[src/core/monitor_regs_cfg.svh]
// Purpose: constants for the monitor configuration and alert mask register slice
// Assumes: included by bare name from design files
// Notes:   byte offsets are the register addresses times four
`ifndef MONITOR_REGS_CFG_SVH
`define MONITOR_REGS_CFG_SVH

// ----------------------------------------------------------------------------
// register indices (byte address is four times the index)
// ----------------------------------------------------------------------------
`define IDX_REMOTE_TWO_TEMP_OFFSET 8'h72
`define IDX_CONFIG_TWO             8'h73
`define IDX_ALERT_MASK_ONE         8'h74
`define IDX_ALERT_MASK_TWO         8'h75
`define IDX_CONFIG_ONE             8'h40
`define IDX_CONFIG_FIVE            8'h7c
`define IDX_CONFIG_FOUR            8'h7d
`define IDX_FAN_ONE_MIN_HIGH       8'h55
`define IDX_STATUS_ONE             8'h41
`define IDX_STATUS_TWO             8'h42
`define IDX_REMOTE_TWO_TEMP        8'h27

// ----------------------------------------------------------------------------
// reset values
// ----------------------------------------------------------------------------
`define RST_BYTE                   8'h00

// ----------------------------------------------------------------------------
// field positions
// ----------------------------------------------------------------------------
`define CFG1_LOCK_BIT              1
`define CFG5_OFFSET_RANGE_BIT      1
`define CFG2_PRESENCE_BIT          0
`define CFG2_FLAG_LO               1
`define CFG2_FLAG_HI               3
`define CFG2_AVG_BIT               4
`define CFG2_ATTENUATOR_BYPASS_BIT              5
`define CFG2_SINGLE_CHANNEL_CONVERT_BIT              6
`define CFG2_RES_BIT               7
`define MASK1_OVERRIDE_BIT         7
`define CFG4_BYPASS_LO             4
`define CFG4_BYPASS_HI             7
`define FAN1_CHAN_LO               5
`define FAN1_CHAN_HI               7
`define CFG2_SW_MASK               8'h71

// ----------------------------------------------------------------------------
// averaging and bus answers
// ----------------------------------------------------------------------------
`define AVG_SAMPLES                16
`define AXI_RESP_OKAY              2'b00
`define AXI_RESP_SLVERR            2'b10

`endif

[src/core/monitor_regs_pkg.sv]
// Purpose: shared types of the monitor register slice
// Assumes: nothing
// Notes:   constants live in monitor_regs_cfg.svh
package monitor_regs_pkg;

  typedef enum logic [2:0] {
    wr_idle = 3'b001,
    wr_resp = 3'b010,
    wr_hold = 3'b100
  } wr_state_t;

  typedef enum logic [1:0] {
    rd_idle = 2'b01,
    rd_data = 2'b10
  } rd_state_t;

endpackage : monitor_regs_pkg

[src/core/monitor_config_and_alert_mask_regs.sv]
// Purpose: offset, configuration two and alert mask registers of a hardware monitor
// Assumes: AXI4-Lite slave on aclk; status sources and fan flags from monitor logic
// Notes:   byte address = register index * 4; unmapped addresses answer SLVERR
//
// Operation
// - add remote two offset to each result
// - lock bit makes offset, config two read-only
// - presence enable makes bits 3:1 show fans
// - read-only four-wire flags for fans one-three
// - averaging disable converts sixteen times faster
// - attenuator bypass removes four input attenuators
// - single channel mode converts one chosen input
// - mask one bits 0-3 gate voltage alerts
// - mask one bits 4-6 gate temperature alerts
// - override clear, all masked: status two still alerts
// - override set, all masked: status two silent
// - mask two gates per-source status two alerts
//
// Implementation choice: the AXI4-Lite register port.
`timescale 1ns/1ps
`default_nettype none
`include "monitor_regs_cfg.svh"
module monitor_config_and_alert_mask_regs #(
  parameter int AVG_COUNT = `AVG_SAMPLES
) (
  // clock and reset
  input  wire logic        aclk,
  input  wire logic        aresetn,
  // axi4-lite write address
  input  wire logic [31:0] s_axi_awaddr,
  input  wire logic        s_axi_awvalid,
  output logic             s_axi_awready,
  // axi4-lite write data
  input  wire logic [31:0] s_axi_wdata,
  input  wire logic [3:0]  s_axi_wstrb,
  input  wire logic        s_axi_wvalid,
  output logic             s_axi_wready,
  // axi4-lite write response
  output logic [1:0]       s_axi_bresp,
  output logic             s_axi_bvalid,
  input  wire logic        s_axi_bready,
  // axi4-lite read address
  input  wire logic [31:0] s_axi_araddr,
  input  wire logic        s_axi_arvalid,
  output logic             s_axi_arready,
  // axi4-lite read data
  output logic [31:0]      s_axi_rdata,
  output logic [1:0]       s_axi_rresp,
  output logic             s_axi_rvalid,
  input  wire logic        s_axi_rready,
  // fan presence pins, one per fan speed input
  input  wire logic [2:0]  fan_four_wire_pin,
  // remote two conversion results
  input  wire logic        remote_two_raw_valid,
  input  wire logic [7:0]  remote_two_raw_temp,
  output logic             remote_two_adj_valid,
  output logic [7:0]       remote_two_adj_temp,
  // out-of-limit events from the limit comparators
  input  wire logic [7:0]  status_one_event,
  input  wire logic [7:0]  status_two_event,
  // measurement control
  output logic             averaging_disable,
  output logic             attenuator_bypass_2v5,
  output logic             attenuator_bypass_core,
  output logic             attenuator_bypass_5v,
  output logic             attenuator_bypass_12v,
  output logic             single_channel_convert,
  output logic [2:0]       single_channel_select,
  output logic [4:0]       samples_per_result,
  // alert
  output logic             smbalert_n
);

  // --------------------------------------------------------------------------
  // registers
  // --------------------------------------------------------------------------
  logic [7:0] remote_two_temp_offset_reg;
  logic [7:0] config_two_reg;
  logic [7:0] alert_mask_one_reg;
  logic [7:0] alert_mask_two_reg;
  logic [7:0] config_one_reg;
  logic [7:0] config_four_reg;
  logic [7:0] config_five_reg;
  logic [7:0] fan_one_min_high_reg;
  logic [7:0] status_one_reg;
  logic [7:0] status_two_reg;
  logic [7:0] remote_two_temp_reg;
  logic [2:0] fan_flags;

  monitor_regs_pkg::wr_state_t wr_state_reg;
  monitor_regs_pkg::rd_state_t rd_state_reg;
  logic [31:0] awaddr_reg;
  logic [31:0] wdata_reg;
  logic [3:0]  wstrb_reg;
  logic        aw_held_reg;
  logic        w_held_reg;

  initial begin
    if (AVG_COUNT < 1 || AVG_COUNT > 16) $error("AVG_COUNT must be 1 to 16");
  end

  // --------------------------------------------------------------------------
  // helpers
  // --------------------------------------------------------------------------
  function automatic logic [7:0] reg_index(input logic [31:0] addr);
    reg_index = addr[9:2];
  endfunction : reg_index

  function automatic logic is_mapped(input logic [7:0] idx);
    case (idx)
      `IDX_REMOTE_TWO_TEMP_OFFSET, `IDX_CONFIG_TWO, `IDX_ALERT_MASK_ONE,
      `IDX_ALERT_MASK_TWO, `IDX_CONFIG_ONE, `IDX_CONFIG_FOUR,
      `IDX_CONFIG_FIVE, `IDX_FAN_ONE_MIN_HIGH, `IDX_STATUS_ONE,
      `IDX_STATUS_TWO, `IDX_REMOTE_TWO_TEMP: is_mapped = 1'b1;
      default: is_mapped = 1'b0;
    endcase
  endfunction : is_mapped

  // --------------------------------------------------------------------------
  // pin synchronisation of fan detection
  // --------------------------------------------------------------------------
  pin_sync #(
    .WIDTH    (3)
  ) u_fan_sync (
    .aclk     (aclk),
    .aresetn  (aresetn),
    .async_in (fan_four_wire_pin),
    .sync_out (fan_flags)
  );

  // --------------------------------------------------------------------------
  // write channel
  // --------------------------------------------------------------------------
  logic [7:0] wr_idx;
  logic       wr_fire;
  logic       locked;

  assign wr_idx  = reg_index(awaddr_reg);
  assign wr_fire = (wr_state_reg == monitor_regs_pkg::wr_idle) && aw_held_reg && w_held_reg;
  assign locked  = config_one_reg[`CFG1_LOCK_BIT];

  always_ff @(posedge aclk) begin
    if (!aresetn) begin
      aw_held_reg   <= 1'b0;
      w_held_reg    <= 1'b0;
      awaddr_reg    <= '0;
      wdata_reg     <= '0;
      wstrb_reg     <= '0;
      s_axi_awready <= 1'b0;
      s_axi_wready  <= 1'b0;
    end else begin
      // ready only while a slot is free, so each channel is taken once
      s_axi_awready <= !aw_held_reg && !(s_axi_awvalid && s_axi_awready) && !s_axi_bvalid;
      s_axi_wready  <= !w_held_reg && !(s_axi_wvalid && s_axi_wready) && !s_axi_bvalid;
      if (s_axi_awvalid && s_axi_awready) begin
        aw_held_reg <= 1'b1;
        awaddr_reg  <= s_axi_awaddr;
      end else if (wr_fire) begin
        aw_held_reg <= 1'b0;
      end
      if (s_axi_wvalid && s_axi_wready) begin
        w_held_reg <= 1'b1;
        wdata_reg  <= s_axi_wdata;
        wstrb_reg  <= s_axi_wstrb;
      end else if (wr_fire) begin
        w_held_reg <= 1'b0;
      end
    end
  end

  always_ff @(posedge aclk) begin
    if (!aresetn) begin
      wr_state_reg <= monitor_regs_pkg::wr_idle;
      s_axi_bvalid <= 1'b0;
      s_axi_bresp  <= `AXI_RESP_OKAY;
    end else begin
      unique case (wr_state_reg)
        monitor_regs_pkg::wr_idle: begin
          if (wr_fire) begin
            s_axi_bvalid <= 1'b1;
            s_axi_bresp  <= is_mapped(wr_idx) ? `AXI_RESP_OKAY : `AXI_RESP_SLVERR;
            wr_state_reg <= monitor_regs_pkg::wr_resp;
          end
        end
        monitor_regs_pkg::wr_resp: begin
          if (s_axi_bready) begin
            s_axi_bvalid <= 1'b0;
            wr_state_reg <= monitor_regs_pkg::wr_hold;
          end
        end
        monitor_regs_pkg::wr_hold: begin
          wr_state_reg <= monitor_regs_pkg::wr_idle;
        end
        default: begin
          wr_state_reg <= monitor_regs_pkg::wr_idle;
          s_axi_bvalid <= 1'b0;
        end
      endcase
    end
  end

  // --------------------------------------------------------------------------
  // register writes, low byte lane only
  // --------------------------------------------------------------------------
  logic wr_byte;
  assign wr_byte = wr_fire && wstrb_reg[0];

  always_ff @(posedge aclk) begin
    if (!aresetn) begin
      remote_two_temp_offset_reg <= `RST_BYTE;
      config_two_reg             <= `RST_BYTE;
      alert_mask_one_reg         <= `RST_BYTE;
      alert_mask_two_reg         <= `RST_BYTE;
      config_one_reg             <= `RST_BYTE;
      config_four_reg            <= `RST_BYTE;
      config_five_reg            <= `RST_BYTE;
      fan_one_min_high_reg       <= `RST_BYTE;
    end else if (wr_byte) begin
      // writes under lock are acknowledged but dropped
      if (wr_idx == `IDX_REMOTE_TWO_TEMP_OFFSET && !locked) begin
        remote_two_temp_offset_reg <= wdata_reg[7:0];
      end
      // flags and reserved bit are not software-writable
      if (wr_idx == `IDX_CONFIG_TWO && !locked) begin
        config_two_reg <= (wdata_reg[7:0] & `CFG2_SW_MASK) | (config_two_reg & ~`CFG2_SW_MASK);
      end
      if (wr_idx == `IDX_ALERT_MASK_ONE) begin
        alert_mask_one_reg <= wdata_reg[7:0];
      end
      if (wr_idx == `IDX_ALERT_MASK_TWO) begin
        alert_mask_two_reg <= wdata_reg[7:0];
      end
      // lock is sticky until reset
      if (wr_idx == `IDX_CONFIG_ONE) begin
        config_one_reg <= wdata_reg[7:0] | (config_one_reg & (8'h01 << `CFG1_LOCK_BIT));
      end
      if (wr_idx == `IDX_CONFIG_FOUR) begin
        config_four_reg <= wdata_reg[7:0];
      end
      if (wr_idx == `IDX_CONFIG_FIVE) begin
        config_five_reg <= wdata_reg[7:0];
      end
      if (wr_idx == `IDX_FAN_ONE_MIN_HIGH) begin
        fan_one_min_high_reg <= wdata_reg[7:0];
      end
    end
  end

  // --------------------------------------------------------------------------
  // status recording, clear on read, set wins
  // --------------------------------------------------------------------------
  logic rd_fire;
  logic [7:0] rd_idx;
  assign rd_idx  = reg_index(s_axi_araddr);
  assign rd_fire = s_axi_arvalid && s_axi_arready;

  always_ff @(posedge aclk) begin
    if (!aresetn) begin
      status_one_reg <= `RST_BYTE;
      status_two_reg <= `RST_BYTE;
    end else begin
      // recorded regardless of masks
      if (rd_fire && rd_idx == `IDX_STATUS_ONE) begin
        status_one_reg <= status_one_event;
      end else begin
        status_one_reg <= status_one_reg | status_one_event;
      end
      if (rd_fire && rd_idx == `IDX_STATUS_TWO) begin
        status_two_reg <= status_two_event;
      end else begin
        status_two_reg <= status_two_reg | status_two_event;
      end
    end
  end

  // --------------------------------------------------------------------------
  // read channel
  // --------------------------------------------------------------------------
  logic [7:0] config_two_view;
  always_comb begin
    config_two_view = config_two_reg;
    if (config_two_reg[`CFG2_PRESENCE_BIT]) begin
      config_two_view[`CFG2_FLAG_HI:`CFG2_FLAG_LO] = fan_flags;
    end
  end

  function automatic logic [7:0] read_mux(input logic [7:0] idx, input logic [7:0] cfg2);
    case (idx)
      `IDX_REMOTE_TWO_TEMP_OFFSET: read_mux = remote_two_temp_offset_reg;
      `IDX_CONFIG_TWO:             read_mux = cfg2;
      `IDX_ALERT_MASK_ONE:         read_mux = alert_mask_one_reg;
      `IDX_ALERT_MASK_TWO:         read_mux = alert_mask_two_reg;
      `IDX_CONFIG_ONE:             read_mux = config_one_reg;
      `IDX_CONFIG_FOUR:            read_mux = config_four_reg;
      `IDX_CONFIG_FIVE:            read_mux = config_five_reg;
      `IDX_FAN_ONE_MIN_HIGH:       read_mux = fan_one_min_high_reg;
      `IDX_STATUS_ONE:             read_mux = status_one_reg;
      `IDX_STATUS_TWO:             read_mux = status_two_reg;
      `IDX_REMOTE_TWO_TEMP:        read_mux = remote_two_temp_reg;
      default:                     read_mux = `RST_BYTE;
    endcase
  endfunction : read_mux

  always_ff @(posedge aclk) begin
    if (!aresetn) begin
      rd_state_reg  <= monitor_regs_pkg::rd_idle;
      s_axi_arready <= 1'b0;
      s_axi_rvalid  <= 1'b0;
      s_axi_rdata   <= '0;
      s_axi_rresp   <= `AXI_RESP_OKAY;
    end else begin
      unique case (rd_state_reg)
        monitor_regs_pkg::rd_idle: begin
          s_axi_arready <= !rd_fire;
          if (rd_fire) begin
            s_axi_rvalid <= 1'b1;
            s_axi_rdata  <= {24'h000000, read_mux(rd_idx, config_two_view)};
            s_axi_rresp  <= is_mapped(rd_idx) ? `AXI_RESP_OKAY : `AXI_RESP_SLVERR;
            rd_state_reg <= monitor_regs_pkg::rd_data;
          end
        end
        monitor_regs_pkg::rd_data: begin
          if (s_axi_rready) begin
            s_axi_rvalid  <= 1'b0;
            s_axi_arready <= 1'b1;
            rd_state_reg  <= monitor_regs_pkg::rd_idle;
          end
        end
        default: begin
          rd_state_reg <= monitor_regs_pkg::rd_idle;
          s_axi_rvalid <= 1'b0;
        end
      endcase
    end
  end

  // --------------------------------------------------------------------------
  // remote two offset path
  // --------------------------------------------------------------------------
  offset_adder #(
    .WIDTH        (8)
  ) u_offset (
    .aclk         (aclk),
    .aresetn      (aresetn),
    .in_valid     (remote_two_raw_valid),
    .raw_temp     (remote_two_raw_temp),
    .offset       (remote_two_temp_offset_reg),
    .coarse_range (config_five_reg[`CFG5_OFFSET_RANGE_BIT]),
    .out_valid    (remote_two_adj_valid),
    .adj_temp     (remote_two_adj_temp)
  );

  always_ff @(posedge aclk) begin
    if (!aresetn) begin
      remote_two_temp_reg <= `RST_BYTE;
    end else if (remote_two_adj_valid) begin
      remote_two_temp_reg <= remote_two_adj_temp;
    end
  end

  // --------------------------------------------------------------------------
  // measurement control outputs
  // --------------------------------------------------------------------------
  localparam logic [4:0] AVG_N = 5'(AVG_COUNT);

  always_ff @(posedge aclk) begin
    if (!aresetn) begin
      averaging_disable      <= 1'b0;
      samples_per_result     <= AVG_N;
      attenuator_bypass_2v5  <= 1'b0;
      attenuator_bypass_core <= 1'b0;
      attenuator_bypass_5v   <= 1'b0;
      attenuator_bypass_12v  <= 1'b0;
      single_channel_convert <= 1'b0;
      single_channel_select  <= 3'h0;
    end else begin
      averaging_disable      <= config_two_reg[`CFG2_AVG_BIT];
      samples_per_result     <= config_two_reg[`CFG2_AVG_BIT] ? 5'h01 : AVG_N;
      // global bypass or per-channel bypass from config four
      attenuator_bypass_2v5  <= config_two_reg[`CFG2_ATTENUATOR_BYPASS_BIT] | config_four_reg[`CFG4_BYPASS_LO];
      attenuator_bypass_core <= config_two_reg[`CFG2_ATTENUATOR_BYPASS_BIT] | config_four_reg[`CFG4_BYPASS_LO+1];
      attenuator_bypass_5v   <= config_two_reg[`CFG2_ATTENUATOR_BYPASS_BIT] | config_four_reg[`CFG4_BYPASS_LO+2];
      attenuator_bypass_12v  <= config_two_reg[`CFG2_ATTENUATOR_BYPASS_BIT] | config_four_reg[`CFG4_BYPASS_HI];
      single_channel_convert <= config_two_reg[`CFG2_SINGLE_CHANNEL_CONVERT_BIT];
      single_channel_select  <= fan_one_min_high_reg[`FAN1_CHAN_HI:`FAN1_CHAN_LO];
    end
  end

  // --------------------------------------------------------------------------
  // alert generation
  // --------------------------------------------------------------------------
  logic one_alert;
  logic two_alert;
  logic two_all_masked;

  // bit 7 of status one never raises an alert; the override gates only the all-masked status two alert
  assign one_alert      = |(status_one_reg[6:0] & ~alert_mask_one_reg[6:0]);
  assign two_all_masked = &alert_mask_two_reg;
  assign two_alert      = (|(status_two_reg & ~alert_mask_two_reg))
                        | (two_all_masked && (|status_two_reg)
                           && !alert_mask_one_reg[`MASK1_OVERRIDE_BIT]);

  always_ff @(posedge aclk) begin
    if (!aresetn) begin
      smbalert_n <= 1'b1;
    end else begin
      smbalert_n <= !(one_alert || two_alert);
    end
  end

endmodule : monitor_config_and_alert_mask_regs
`default_nettype wire

[src/core/pin_sync.sv]
// Purpose: two-flop synchroniser for a group of pin levels
// Assumes: inputs change slowly relative to aclk
// Notes:   first stage is read only by the second
`timescale 1ns/1ps
`default_nettype none
module pin_sync #(
  parameter int WIDTH = 1
) (
  // clock and reset
  input  wire logic             aclk,
  input  wire logic             aresetn,
  // levels
  input  wire logic [WIDTH-1:0] async_in,
  output logic      [WIDTH-1:0] sync_out
);

  logic [WIDTH-1:0] meta_reg;

  initial begin
    if (WIDTH < 1) $error("pin_sync width must be positive");
  end

  always_ff @(posedge aclk) begin
    if (!aresetn) begin
      meta_reg <= '0;
      sync_out <= '0;
    end else begin
      meta_reg <= async_in;
      sync_out <= meta_reg;
    end
  end

endmodule : pin_sync
`default_nettype wire

[src/core/offset_adder.sv]
// Purpose: applies a signed offset to a temperature result
// Assumes: result and offset are two's complement, one cycle of latency
// Notes:   range bit doubles the offset step; output saturates
`timescale 1ns/1ps
`default_nettype none
module offset_adder #(
  parameter int WIDTH = 8
) (
  // clock and reset
  input  wire logic             aclk,
  input  wire logic             aresetn,
  // operands
  input  wire logic             in_valid,
  input  wire logic [WIDTH-1:0] raw_temp,
  input  wire logic [WIDTH-1:0] offset,
  input  wire logic             coarse_range,
  // result
  output logic                  out_valid,
  output logic      [WIDTH-1:0] adj_temp
);

  localparam logic signed [WIDTH+1:0] MAXV = (WIDTH+2)'(2**(WIDTH-1) - 1);
  localparam logic signed [WIDTH+1:0] MINV = -(WIDTH+2)'(2**(WIDTH-1));

  logic signed [WIDTH+1:0] sum;

  initial begin
    if (WIDTH < 2) $error("offset_adder width too small");
  end

  // coarse range steps the offset by twice the fine resolution
  always_comb begin
    sum = (WIDTH+2)'($signed(raw_temp));
    if (coarse_range) begin
      sum = sum + ((WIDTH+2)'($signed(offset)) <<< 1);
    end else begin
      sum = sum + (WIDTH+2)'($signed(offset));
    end
  end

  always_ff @(posedge aclk) begin
    if (!aresetn) begin
      out_valid <= 1'b0;
      adj_temp  <= '0;
    end else begin
      out_valid <= in_valid;
      if (in_valid) begin
        if (sum > MAXV) begin
          adj_temp <= MAXV[WIDTH-1:0];
        end else if (sum < MINV) begin
          adj_temp <= MINV[WIDTH-1:0];
        end else begin
          adj_temp <= sum[WIDTH-1:0];
        end
      end
    end
  end

endmodule : offset_adder
`default_nettype wire

[config.mk]
export PLATFORM = sky130hd
export DESIGN_NAME = monitor_config_and_alert_mask_regs
export DESIGN_NICKNAME = d
export VERILOG_FILES = /design/src/core/monitor_regs_pkg.sv /design/src/core/monitor_config_and_alert_mask_regs.sv /design/src/core/pin_sync.sv /design/src/core/offset_adder.sv
export VERILOG_INCLUDE_DIRS = /design/src /design/src/core
export SDC_FILE = /design/constraint.sdc
export NUM_CORES = 1
export LEC_CHECK = 0
export ABC_CLOCK_PERIOD_IN_PS = 2100
export BUFFER_PORTS_ARGS = -buffer_cell sky130_fd_sc_hd__buf_2
export CELL_PAD_IN_SITES_DETAIL_PLACEMENT = 0
export CELL_PAD_IN_SITES_GLOBAL_PLACEMENT = 2
export CORE_MARGIN = 2
export CORE_UTILIZATION = 29
export DETAILED_ROUTE_END_ITERATION = 8
export HOLD_SLACK_MARGIN = 0.08
export PLACE_DENSITY = 0.78
export RECOVER_POWER = 50
export SETUP_SLACK_MARGIN = 0.4
export SYNTH_ARGS = -nofsm -noshare
export SYNTH_HDL_FRONTEND = slang
export SYNTH_HIERARCHICAL = 1
export SYNTH_SLANG_ARGS = --single-unit
[constraint.sdc]
create_clock -name aclk -period 2.1 [get_ports aclk]
set_input_delay 0.315 -clock aclk [delete_from_list [all_inputs] [get_ports aclk]]
set_output_delay 0.315 -clock aclk [all_outputs]
set_load 0.05 [all_outputs]
After elaboration in Yosys (flattened, before gate mapping)
Cells that the tools add are included.

word-level totals
  logic and storage cells = 172
  bits in registers = 161

operators by class
  add/subtract/negate cells = 2
  multiplexer cells = 35
  reduce and logical (&&, ||, !) cells = 49
  magnitude comparators = 2
  bitwise gates (word level) = 14
  equal/unequal tests = 31

operators by type and width
  operator                                                                           number
  8-bit by 7-bit == test with 1-bit output (second input constant)                   20
  8-bit one-hot mux with 11 select lines                                             1
  8-bit two-way mux                                                                  4
  2-bit AND reduction                                                                13
  11-bit OR reduction                                                                2
  8-bit by 6-bit == test with 1-bit output (second input constant)                   2
  1-bit logical AND                                                                  16
  1-bit two-way mux                                                                  16
  8-bit bitwise OR                                                                   2
  8-bit OR reduction                                                                 2
  8-bit by 9-bit adder with 10-bit output                                            1
  10-bit by 8-bit greater-than comparator with 1-bit output (second input constant)  1
  10-bit by 8-bit < comparator with 1-bit output (second input constant)             1
  10-bit two-way mux                                                                 1
  8-bit by 8-bit adder with 9-bit output                                             1
  1-bit zero test                                                                    9
  3-bit two-way mux                                                                  3
  8-bit AND                                                                          1
  2-bit two-way mux                                                                  4
  2-bit inequality test (second input constant)                                      4
  8-bit inverter                                                                     1
  7-bit by 8-bit bitwise OR with 8-bit output                                        1
  8-bit by 2-bit bitwise OR with 8-bit output                                        1
  8-bit AND reduction                                                                1
  18 further kinds                                                                   25

Depth between registers and ports, before layout
Gate-level depths: netlist (run 1).

  word-level depth = 7
  depth in mapped cells = 8

Modules after synthesis
Netlist (run 1), hierarchy kept.

by module, submodules not included
  module                              seq. area each (µm²)  area an instance (µm²)  cells an instance  times used
  monitor_config_and_alert_mask_regs  2,662.6               6,308.6                 681                1
  offset_adder                        180.2                 1,154.9                 134                1
  pin_sync                            120.1                 157.7                   12                 1

Worst setup path before layout (run 1)
No wires, ideal clock.

  path kind = register to register
  start = register remote_two_temp_offset_reg[0]
  end = register u_offset.adj_temp[0]
  clock period less this slack = 2.269 ns
  stages on the path, launching flop included = 9
  path buffers = 0
  data required time = 1.959 ns
  setup time = 0.141 ns
  setup slack = -0.169 ns
  data arrival time = 2.128 ns
  path through = dfxtp_1 -> ha_1 -> fa_1 -> a211oi_2 -> o21bai_1 -> a211oi_1 -> o21ai_4 -> a211oi_4 -> a211oi_1

between the ends
  word-level cells in the longest chain between the ends = 5

ends and longest elaborated chain
  element                                                                                            RTL line                                   source
  from (decl)                                                                                        monitor_config_and_alert_mask_regs.sv:77   logic [7:0] remote_two_temp_offset_reg;
  from (signal assigned)                                                                             monitor_config_and_alert_mask_regs.sv:210  remote_two_temp_offset_reg <= `RST_BYTE;
  from (signal assigned)                                                                             monitor_config_and_alert_mask_regs.sv:221  remote_two_temp_offset_reg <= wdata_reg[7:0];
  8-bit by 9-bit adder with 10-bit output or 8-bit by 8-bit adder with 9-bit output (tied branches)  offset_adder.sv:35, offset_adder.sv:37
  10-bit two-way mux (*)                                                                             offset_adder.sv:34                         if (coarse_range) begin
  10-bit by 8-bit < comparator with 1-bit output                                                     offset_adder.sv:50                         end else if (sum < MINV) begin
  8-bit two-way mux                                                                                  offset_adder.sv:50
  8-bit two-way mux (*)                                                                              offset_adder.sv:48                         if (sum > MAXV) begin
  to (signal assigned)                                                                               offset_adder.sv:49                         adj_temp <= MAXV[WIDTH-1:0];
  to (signal assigned)                                                                               offset_adder.sv:51                         adj_temp <= MINV[WIDTH-1:0];
  to (signal assigned)                                                                               offset_adder.sv:53                         adj_temp <= sum[WIDTH-1:0];
  to (decl)                                                                                          offset_adder.sv:19                         output logic [WIDTH-1:0] adj_temp

Every way passes the cells marked *; elsewhere a longest branch is shown, timed or not.
A chain may end at the register's enable or synchronous reset.

Final worst setup path (run 1)
  start = register remote_two_temp_offset_reg[0]
  end = register u_offset.adj_temp[1]

The elaborated chain is that of the path after synthesis.

==> reports/metrics.yaml, run 1 <==
status: "finished with violations"
violations: "capacitance limit, slew limit, setup timing"
start_util_pct: 29.4
drive_above_1_share_pct: 25.8
grtUsageTotal_pct: 16.6
ant_nets: 0
reg2regPathDepth: 9
ff2ff_setup_slack_ps: -190
syn2layout_area_growth_pct: 28.8
num_vias: 6511
finalCriticalPeriod_ps: 2290
gp_congestion: 0.887
drc: 0
crit_path_end: "u_offset/adj_temp[1]"
die-width_um: 166
io_buffer_count: 95
synthTopCellsByCount: "dfxtp_1, mux2i_1, nor2b_1, nand2_1, a21oi_1"
async_flop_share_pct: 0
die_h_um: 166
synth_xor_xnor_area_share_pct: 0.575
crit_type: "flip-flop to flip-flop"
synth-seq-cells: 148
fillers: 2668
fp-row-count: 59
clock_sinks: 148
synth-edff-count: 0
hold_violations: 0
synth.area.top_cells: "dfxtp_1, mux2i_1, nor2b_1"
pwr-share-clk_pct: 47.7
setup_ws_ps: -193
power_frac_comb_pct: 10.4
drtPass1Iterations: 5
fmax_mhz: 436
insertion_delay_ps: 430
worstPathArrival_ps: 2630
p_sw_mw: 1.75
min_period_over_period_pct: 109
crit_start: "remote_two_temp_offset_reg[0]"
r2r_start: "remote_two_temp_offset_reg[0]"
ff_latch_area_mm2: 0.00298
synth_most_common_cell: "dfxtp_1"
synth_cells: 827
grt_max_degree: 94
htreeDepth: 4
synthAdderAreaFrac_pct: 2.99
synth_compound_area_share_pct: 18.5
crit_top_cell: "a211oi_4"
cp_max_fo: 7
synth_top_family_by_area: "simple AND/OR/NAND/NOR gates"
maxCapViolCount: 1
p_sw_share_pct: 24.5
p_seq_share_pct: 41.9
r2r_end: "u_offset/adj_temp[1]"
clock_path_buffers: 2
hp-class: "primary input to flip-flop"
power_density_mw_per_mm2: 728
multi_input_area_mm2: 0.00451
yosys_warnings: 6
antenna_found_initial: 1
post-place-ws_ps: -316
grt_first_pass_wirelength_um: 35800
cts_tree: "done"
slowest_stage: "dfxtp_4"
p_leak_nw: 3.75
drt-vias-per-instance: 4.89
ir_drop_mv: 0.357
clk_pin_slew_ps: 60
hold_ws_ps: 108
yosysTopAreaCell: "dfxtp_1"
critPathCaptureType: "flip-flop"
initialDrtViolationCount: 420
start_kind: "flip-flop"
worst-path-buf-inv: 1
drv_slew: 94
ys.flop_type: "dfxtp_1"
finalSetupViolCount: 7
critPathMaxStageDelay_ps: 370
rsz0062_at_grt: "true"
core_area_mm2: 0.0259
skew_ps: 8.99
crit_cells: 9
grt_pass1_vias: 6248
synth_area_per_cell_um2: 9.22
required_ps: 2440
synth_top_area_share_pct: 38.9
synth_simple_gate_area_share_pct: 20.7
ys_types: 86
root_buffer: "clkbuf_16"
wire_per_inst_um: 17.2
tightest_slew_ps: 1560
slew_headroom_pct: -3.71
p_int_mw: 5.40
cts_made_buffers: 17
synth_mux_area_share_pct: 11.3
netlist_area_mm2: 0.00762
routed_wl_um: 22900
path_cells: "ha_4 -> fa_2 -> a211oi_4 -> nor2_2 -> o31a_1 -> o21ai_4 -> a211oi_4 -> buf_6 -> a211oi_1"
io_pins: 200
final_nets: 1136
total_power_mw: 7.14
seq_area_frac_synth_pct: 38.9
cp_top_family: "compound AO/OA/AOI/OAI gates"
antennaDiodeCount: 0
design.die.area_mm2: 0.0276
grt.overflow.total: 0
place_hpwl_um: 17200
power by group through the flow:
stage	clock network [mW]	registers (mW)	logic, mW
floorplan	0	3.06	0.491
global placement	0	3.05	0.721
detailed placement	0	3.05	0.723
CTS	3.47	2.99	0.745
global route	3.59	3.00	0.808
finish	3.41	2.99	0.745
cell usage in the layout (no fill, tap or decap), types with 5 or more instances in the layout:
cell type  synthesis  final
nor2b_1           84     84
nor3_1            12     11
clkbuf_1          30     35
nand2b_1           6      5
a211oi_1          12      6
dfxtp_1          148    137
clkbuf_16          0     18
nor2_1            26     24
o21a_1             7      7
nand2_1           76     73
bufinv_16          0      5
buf_2              5     67
buf_4             32     75
o22ai_1           11     11
ha_1              15     12
a21boi_0          29     29
dfxtp_2            0      8
o2bb2ai_1          6      6
o21ai_0           28     26
conb_1             1     29
inv_1             24     24
mux2i_1           84     83
a21oi_1           36     35
nand3_1           13      9
nor2_4             4      7
and2_1            15     10
a211oi_2           2      6
cell type report:
type | count | share of cell area (%)
clock buffers | 24 | 5.02
well taps | 335 | 4.27
clock inverters | 8 | 1.72
multi-input cells | 610 | 45.9
repair buffers | 183 | 11.8
flip-flops and latches | 148 | 30.4
inverters | 24 | 0.918
per-stage QoR:
| step | cells | utilization, % | TNS [ps] | area (um2) |
|---|---|---|---|---|
| 2_1_floorplan | 855 | - | 0 | 7840 |
| 3_3_place_gp | 1281 | 34.0 | -1750 | 8810 |
| 3_5_place_dp | 1281 | 34.0 | -2120 | 8810 |
| 4_1_cts | 1327 | 37.5 | -1040 | 9720 |
| 5_1_grt | 1332 | 37.9 | -2830 | 9820 |
| 6_report | 1332 | 37.9 | -1210 | 9820 |
how the worst min path moves through the flow:
stage,slack (ps),depth (start not counted),to,startpoint
6_report,110,2,u_fan_sync/meta_reg[1],fan_four_wire_pin[1]
5_1_grt,100,2,u_fan_sync/meta_reg[1],fan_four_wire_pin[1]
4_1_cts,90,3,status_one_reg[1],status_one_event[1]
3_5_place_dp,420,1,u_fan_sync/sync_out[1],u_fan_sync/meta_reg[1]
3_3_place_gp,420,1,u_fan_sync/sync_out[1],u_fan_sync/meta_reg[1]
2_1_floorplan,390,1,samples_per_result[4],config_two_reg[4]
per-layer routing:
layer	up-vias	share of wire [%]	track usage, %
met4	0	1.4	4.84
li1	3206	-	-
met2	161	45	25.7
met5	-	0	0
met3	20	4.9	3.22
met1	3124	49	23.4
cells by family after synthesis:
| group | after synthesis |
|---|---|
| other cells | 1 |
| compound gates | 195 |
| buf+inv | 97 |
| mux | 86 |
| flops | 148 |
| simple gates | 278 |
| xor+xnor | 5 |
| fa+ha+maj | 17 |
timing repair:
item	4_1_cts	5_1_grt
pin swaps	8	11
setup buffers	12	5
endpoints found under the setup margin	71	73
endpoints found under the hold margin	2	0
gates resized for setup	26	28
gates cloned	0	0
hold buffers	2	0
(Power assumes the default switching activity.)
==> run 2, diff against run 1 <==
--- a/config.mk
+++ b/config.mk
@@ -6,15 +6,15 @@
 export SDC_FILE = /design/constraint.sdc
 export NUM_CORES = 1
 export LEC_CHECK = 0
-export ABC_CLOCK_PERIOD_IN_PS = 2100
+export ABC_CLOCK_PERIOD_IN_PS = 2600
 export BUFFER_PORTS_ARGS = -buffer_cell sky130_fd_sc_hd__buf_2
 export CELL_PAD_IN_SITES_DETAIL_PLACEMENT = 0
 export CELL_PAD_IN_SITES_GLOBAL_PLACEMENT = 2
 export CORE_MARGIN = 2
-export CORE_UTILIZATION = 29
+export CORE_UTILIZATION = 32
 export DETAILED_ROUTE_END_ITERATION = 8
 export HOLD_SLACK_MARGIN = 0.08
-export PLACE_DENSITY = 0.78
+export PLACE_DENSITY = 0.82
 export RECOVER_POWER = 50
 export SETUP_SLACK_MARGIN = 0.4
 export SYNTH_ARGS = -nofsm -noshare
==> constraint.sdc (replaced) <==
create_clock -name aclk -period 2.6 [get_ports aclk]
set_input_delay 0.39 -clock aclk [delete_from_list [all_inputs] [get_ports aclk]]
set_output_delay 0.39 -clock aclk [all_outputs]
set_load 0.05 [all_outputs]
==> reports/metrics.yaml, run 2 (same netlist as run 1, synthesis figures left out) <==
status: "finished with violations"  # unchanged
violations: "capacitance limit, slew limit"  # was capacitance limit, slew limit, setup timing
die_h_um: 158  # was 166 um
initialDrtViolationCount: 447  # was 420
root_buffer: "clkbuf_16"  # unchanged
gp_congestion: 0.845  # was 0.887
skew_ps: 7.32  # was 8.99 ps
core_area_mm2: 0.0234  # was 0.0259 mm2
drive_above_1_share_pct: 18.2  # was 25.8%
finalNonFillerCells: 1252  # was 1332
final_common_cell: "dfxtp_1"  # unchanged
hp-start: "fan_four_wire_pin[2]"  # was fan_four_wire_pin[1]
io_pins: 200  # unchanged
cts_made_buffers: 17  # unchanged
place_hpwl_um: 15800  # was 17200 um
crit_start: "remote_two_temp_offset_reg[1]"  # was remote_two_temp_offset_reg[0]
cts_tree: "done"  # unchanged
drt-vias-per-instance: 4.96  # was 4.89
fmax_mhz: 430  # was 436 MHz
ir_drop_mv: 0.340  # was 0.357 mV
placed_cells: 1209  # was 1281
clk_pin_slew_ps: 60  # about the same
maxCapViolCount: 1  # unchanged
grtUsageTotal_pct: 17.9  # was 16.6%
fillers: 2450  # was 2668
grt.overflow.total: 0  # unchanged
ant_nets: 0  # unchanged
num_vias: 6204  # was 6511
r2r_start: "remote_two_temp_offset_reg[1]"  # was remote_two_temp_offset_reg[0]
setup_tns_ps: 0  # was -1210 ps
grt_max_degree: 107  # was 94
finalCriticalPeriod_ps: 2330  # was 2290 ps
fp-row-count: 56  # was 59
drv_slew: 107  # was 94
p_leak_nw: 3.31  # was 3.75 nW
design.die.area_mm2: 0.0251  # was 0.0276 mm2
clock_sinks: 148  # unchanged
critPathCaptureType: "flip-flop"  # unchanged
die-width_um: 158  # was 166 um
finalSetupViolCount: 0  # was 7
antenna_found_initial: 0  # was 1
syn2layout_area_growth_pct: 19.0  # was 28.8%
rsz0062_at_grt: "true"  # unchanged
wire_per_inst_um: 17.4  # was 17.2 um
drtPass1Iterations: 5  # unchanged
antennaDiodeCount: 0  # unchanged
htreeDepth: 4  # unchanged
cp_max_fo: 7  # unchanged
slew_headroom_pct: -19.1  # was -3.71%
final_nets: 1072  # was 1136
grt_first_pass_wirelength_um: 33900  # was 35800 um
final_cell_mix: "dfxtp_1, nor2b_1, mux2i_1, nand2_1, buf_2"  # was dfxtp_1, nor2b_1, mux2i_1, buf_4, nand2_1
dpl_cell_area_mm2: 0.00829  # was 0.00881 mm2
start_kind: "flip-flop"  # unchanged
io_buffer_count: 95  # unchanged
tightest_slew_ps: 1790  # was 1560 ps
power_density_mw_per_mm2: 604  # was 728 mW/mm2
crit_type: "flip-flop to flip-flop"  # unchanged
hold_buffers: 0  # was 2
routed_wl_um: 21800  # was 22900 um
clock_path_buffers: 2  # unchanged
whs_path_depth: 2  # unchanged
min_period_over_period_pct: 89.5  # was 109%
worstPathArrival_ps: 2670  # was 2630 ps
grt_pass1_vias: 5943  # was 6248
drc: 0  # unchanged
required_ps: 2950  # was 2440 ps
hold_violations: 0  # unchanged
insertion_delay_ps: 430  # about the same
final_area_mm2: 0.00907  # was 0.00982 mm2
hp-class: "primary input to flip-flop"  # unchanged
start_util_pct: 32.6  # was 29.4%
reg2regPathDepth: 9  # unchanged
total_power_mw: 5.48  # was 7.14 mW
[run 2: changes by cell type in the layout (fill, tap and decap cells not counted), moves of 3 or more]
cell / previous run / this run
clkbuf_1: 35 / 38
buf_4: 75 / 20
dfxtp_2: 8 / 1
dfxtp_1: 137 / 145
buf_2: 67 / 57
clkinvlp_4: 0 / 4
nand3_1: 9 / 12
[run 2: area by class of cell]
cell class | count | area (um2) | share of cell area, %
multi-input combinational | 610 | 4370 | 48.2
sequential | 148 | 2970 | 32.8
timing repair buffer | 119 | 642 | 7.08
clock buffer | 19 | 443 | 4.88
tap | 319 | 399 | 4.40
clock inverter | 13 | 158 | 1.74
inverter | 24 | 90.1 | 0.993
[run 2: final timing paths]
path / to / slack [ps]
max: u_offset/adj_temp[0] / 270
min: u_fan_sync/meta_reg[2] / 180
max reg2reg: u_offset/adj_temp[0] / 270
min reg2reg: u_fan_sync/sync_out[1] / 430
[run 2: routing by layer]
metal / global-route usage [%] / vias up / routed length (um) / part of all wire, %
met2: 27.2 / 157 / 9500 / 44
met3: 3.40 / 30 / 1140 / 5.2
li1: - / 3073 / - / -
met5: 0 / - / 0 / 0
met4: 5.28 / 0 / 349 / 1.6
met1: 25.6 / 2944 / 10800 / 50
[run 2: timing repair]
action	4_1_cts	5_1_grt
setup endpoints to repair	7	33
pin swaps	7	22
gates resized for setup	11	21
buffers inserted	4	7
hold endpoints to repair	0	0
[run 2: worst max-delay path, cell delays in order, from the launching register on]
cell and delay, ps:
dfxtp_4 360, buf_6 120, ha_1 270, a21oi_1 210, o21ai_1 190, o41ai_2 270, xnor2_1 300, o31ai_4 70
buf_4 250, a211oi_2 200
[run 2: per-stage QoR]
stage	util (%)	hold slack, ps	setup slack (ps)
6_report	38.8	178	272
2_1_floorplan	-	390	407
4_1_cts	38.3	166	251
3_5_place_dp	35.4	416	79.2
5_1_grt	38.8	180	87.4
3_3_place_gp	35.4	414	105
[run 2: power breakdown]
group / internal (mW) / switching (mW)
clock network: 1.53 / 0.987
registers: 2.33 / 0.0860
logic: 0.182 / 0.372
==> run 3, diff against run 2 <==
--- a/config.mk
+++ b/config.mk
@@ -13,7 +13,9 @@
 export CORE_MARGIN = 2
 export CORE_UTILIZATION = 32
 export DETAILED_ROUTE_END_ITERATION = 8
+export GPL_TIMING_DRIVEN = 0
 export HOLD_SLACK_MARGIN = 0.08
+export MAX_ROUTING_LAYER = met4
 export PLACE_DENSITY = 0.82
 export RECOVER_POWER = 50
 export SETUP_SLACK_MARGIN = 0.4
==> reports/metrics.yaml, run 3 (same netlist as run 1, synthesis figures left out) <==
io_pins: 200  # unchanged
p_leak_nw: 3.54  # was 3.31 nW
final_nets: 1134  # was 1072
crit_type: "flip-flop to flip-flop"  # unchanged
syn2layout_area_growth_pct: 24.7  # was 19.0%
place_hpwl_um: 17500  # was 15800 um
pwr-share-clk_pct: 46.3  # was 45.9%
whs_path_depth: 2  # unchanged
grt_max_degree: 17  # was 107
ant_nets: 0  # unchanged
die_h_um: 158  # unchanged
die-width_um: 158  # unchanged
gp_congestion: 0.896  # was 0.845
critPathMaxStageDelay_ps: 390  # was 360 ps
cp_max_fo: 7  # unchanged
htreeDepth: 4  # unchanged
slowest_stage: "fa_2"  # was dfxtp_4
drc: 0  # unchanged
antenna_found_initial: 0  # unchanged
slew_headroom_pct: 38.2  # was -19.1%
wire_per_inst_um: 18.0  # was 17.4 um
finalCriticalPeriod_ps: 2330  # about the same
grt_pass1_vias: 6143  # was 5943
clk_pin_slew_ps: 60  # about the same
io_buffer_count: 94  # was 95
critPathCaptureType: "flip-flop"  # unchanged
grt.overflow.total: 0  # unchanged
start_kind: "flip-flop"  # unchanged
num_vias: 6405  # was 6204
p_sw_mw: 1.48  # was 1.44 mW
finalSetupViolCount: 0  # unchanged
min_period_over_period_pct: 89.7  # was 89.5%
clock_sinks: 148  # unchanged
fp-row-count: 56  # unchanged
setup_tns_ps: 0  # unchanged
top_layer: "met4"  # unchanged
drive_above_1_share_pct: 20.9  # was 18.2%
start_util_pct: 32.6  # unchanged
reg2regPathDepth: 9  # unchanged
rsz0062_at_grt: "true"  # unchanged
hold_violations: 0  # unchanged
path_cells: "ha_4 -> fa_2 -> a21oi_4 -> nor2_4 -> o21a_1 -> o31a_2 -> a211oi_4 -> buf_6 -> a211oi_2"  # was buf_6 -> ha_1 -> a21oi_1 -> o21ai_1 -> o41ai_2 -> xnor2_1 -> o31ai_4 -> buf_4 -> a211oi_2
hold_ws_ps: 166  # was 178 ps
required_ps: 2900  # was 2950 ps
route.met3.wl_um: 1190  # was 1140 um
worst-path-buf-inv: 1  # was 2
grt_first_pass_wirelength_um: 36100  # was 33900 um
p_sw_share_pct: 26.2  # was 26.3%
final_common_cell: "dfxtp_1"  # unchanged
drt-vias-per-instance: 4.87  # was 4.96
clock_path_buffers: 2  # unchanged
p_int_mw: 4.17  # was 4.04 mW
maxCapViolCount: 0  # was 1
final_cell_mix: "dfxtp_1, nor2b_1, mux2i_1, nand2_1, clkbuf_1"  # was dfxtp_1, nor2b_1, mux2i_1, nand2_1, buf_2
fmax_mhz: 429  # was 430 MHz
worstPathArrival_ps: 2630  # was 2670 ps
grtUsageTotal_pct: 19.8  # was 17.9%
p_seq_share_pct: 42.2  # was 44.0%
cts_tree: "done"  # unchanged
routed_wl_um: 23700  # was 21800 um
insertion_delay_ps: 430  # about the same
design.die.area_mm2: 0.0251  # unchanged
root_buffer: "clkbuf_16"  # unchanged
drtPass1Iterations: 5  # unchanged
initialDrtViolationCount: 415  # was 447
crit_cells: 9  # unchanged
hp-class: "primary input to flip-flop"  # unchanged
drv_slew: 0  # was 107
antennaDiodeCount: 0  # unchanged
power_density_mw_per_mm2: 595  # was 604 mW/mm2
cts_made_buffers: 17  # unchanged
power_frac_comb_pct: 11.5  # was 10.1%
dr_wl_met2_um: 10200  # was 9500 um
status: "finished, final reports clean"  # was finished with violations
total_power_mw: 5.65  # was 5.48 mW
ir_drop_mv: 0.389  # was 0.340 mV
core_area_mm2: 0.0234  # unchanged
wl_met1_um: 11900  # was 10800 um
cp_top_family: "compound AO/OA/AOI/OAI gates"  # unchanged
skew_ps: 10.4  # was 7.32 ps
tightest_slew_ps: 927  # was 1790 ps
==> run 3: what timing repair did <==
item	in CTS	in global routing
buffers inserted	6	8
pin swaps	12	24
endpoints found under the setup margin	10	24
gates resized for setup	13	28
hold buffers	0	0
==> run 3: through the flow <==
step | cells | util, % | setup slack, ps | instance area (um2)
floorplan | 855 | - | 407 | 7750
global placement | 1268 | 36.8 | -3.81 | 8620
detailed placement | 1268 | 36.8 | -39.6 | 8620
CTS | 1306 | 39.9 | 253 | 9340
global route | 1314 | 40.6 | 220 | 9500
finish | 1314 | 40.6 | 267 | 9500
==> run 3: power by group through the flow <==
| stage | Clock (mW) | Sequential [mW] | Combinational, mW |
|---|---|---|---|
| finish | 2.62 | 2.38 | 0.650 |
| global route | 2.75 | 2.39 | 0.705 |
| CTS | 2.66 | 2.38 | 0.636 |
| detailed placement | 0 | 2.43 | 0.629 |
| global placement | 0 | 2.43 | 0.629 |
| floorplan | 0 | 2.48 | 0.392 |
==> run 3: layer usage <==
metal,vias up,track usage [%]
li1,3199,-
met1,2981,28.2
met2,197,29.0
met3,28,3.32
met4,0,5.41
met5,-,-
==> run 3: worst reg2reg max path: cells and delay by family (launching register included) <==
kind            cells  cell delay [ps]
flops               1              380
compound gates      5             1020
simple gates        1               60
buf+inv             1              180
fa+ha+maj           2              560
==> run 3: cell type report <==
cell class / instances / area, um2
Buffer: 73 / 434
Timing Repair Buffer: 108 / 546
Clock inverter: 10 / 143
Inverter: 24 / 90.1
Multi-Input combinational cell: 610 / 4440
Tap cell: 319 / 399
Clock buffer: 22 / 484
Fill cell: 2458 / 13900
Sequential cell: 148 / 2970
==> run 3: worst paths after layout <==
| kind | startpoint | endpoint | slack, ps |
|---|---|---|---|
| hold / removal | fan_four_wire_pin[0] | u_fan_sync/meta_reg[0] | 170 |
| setup reg to reg | remote_two_temp_offset_reg[0] | u_offset/adj_temp[0] | 270 |
| setup / recovery | remote_two_temp_offset_reg[0] | u_offset/adj_temp[0] | 270 |
| hold reg to reg | u_fan_sync/meta_reg[1] | u_fan_sync/sync_out[1] | 430 |
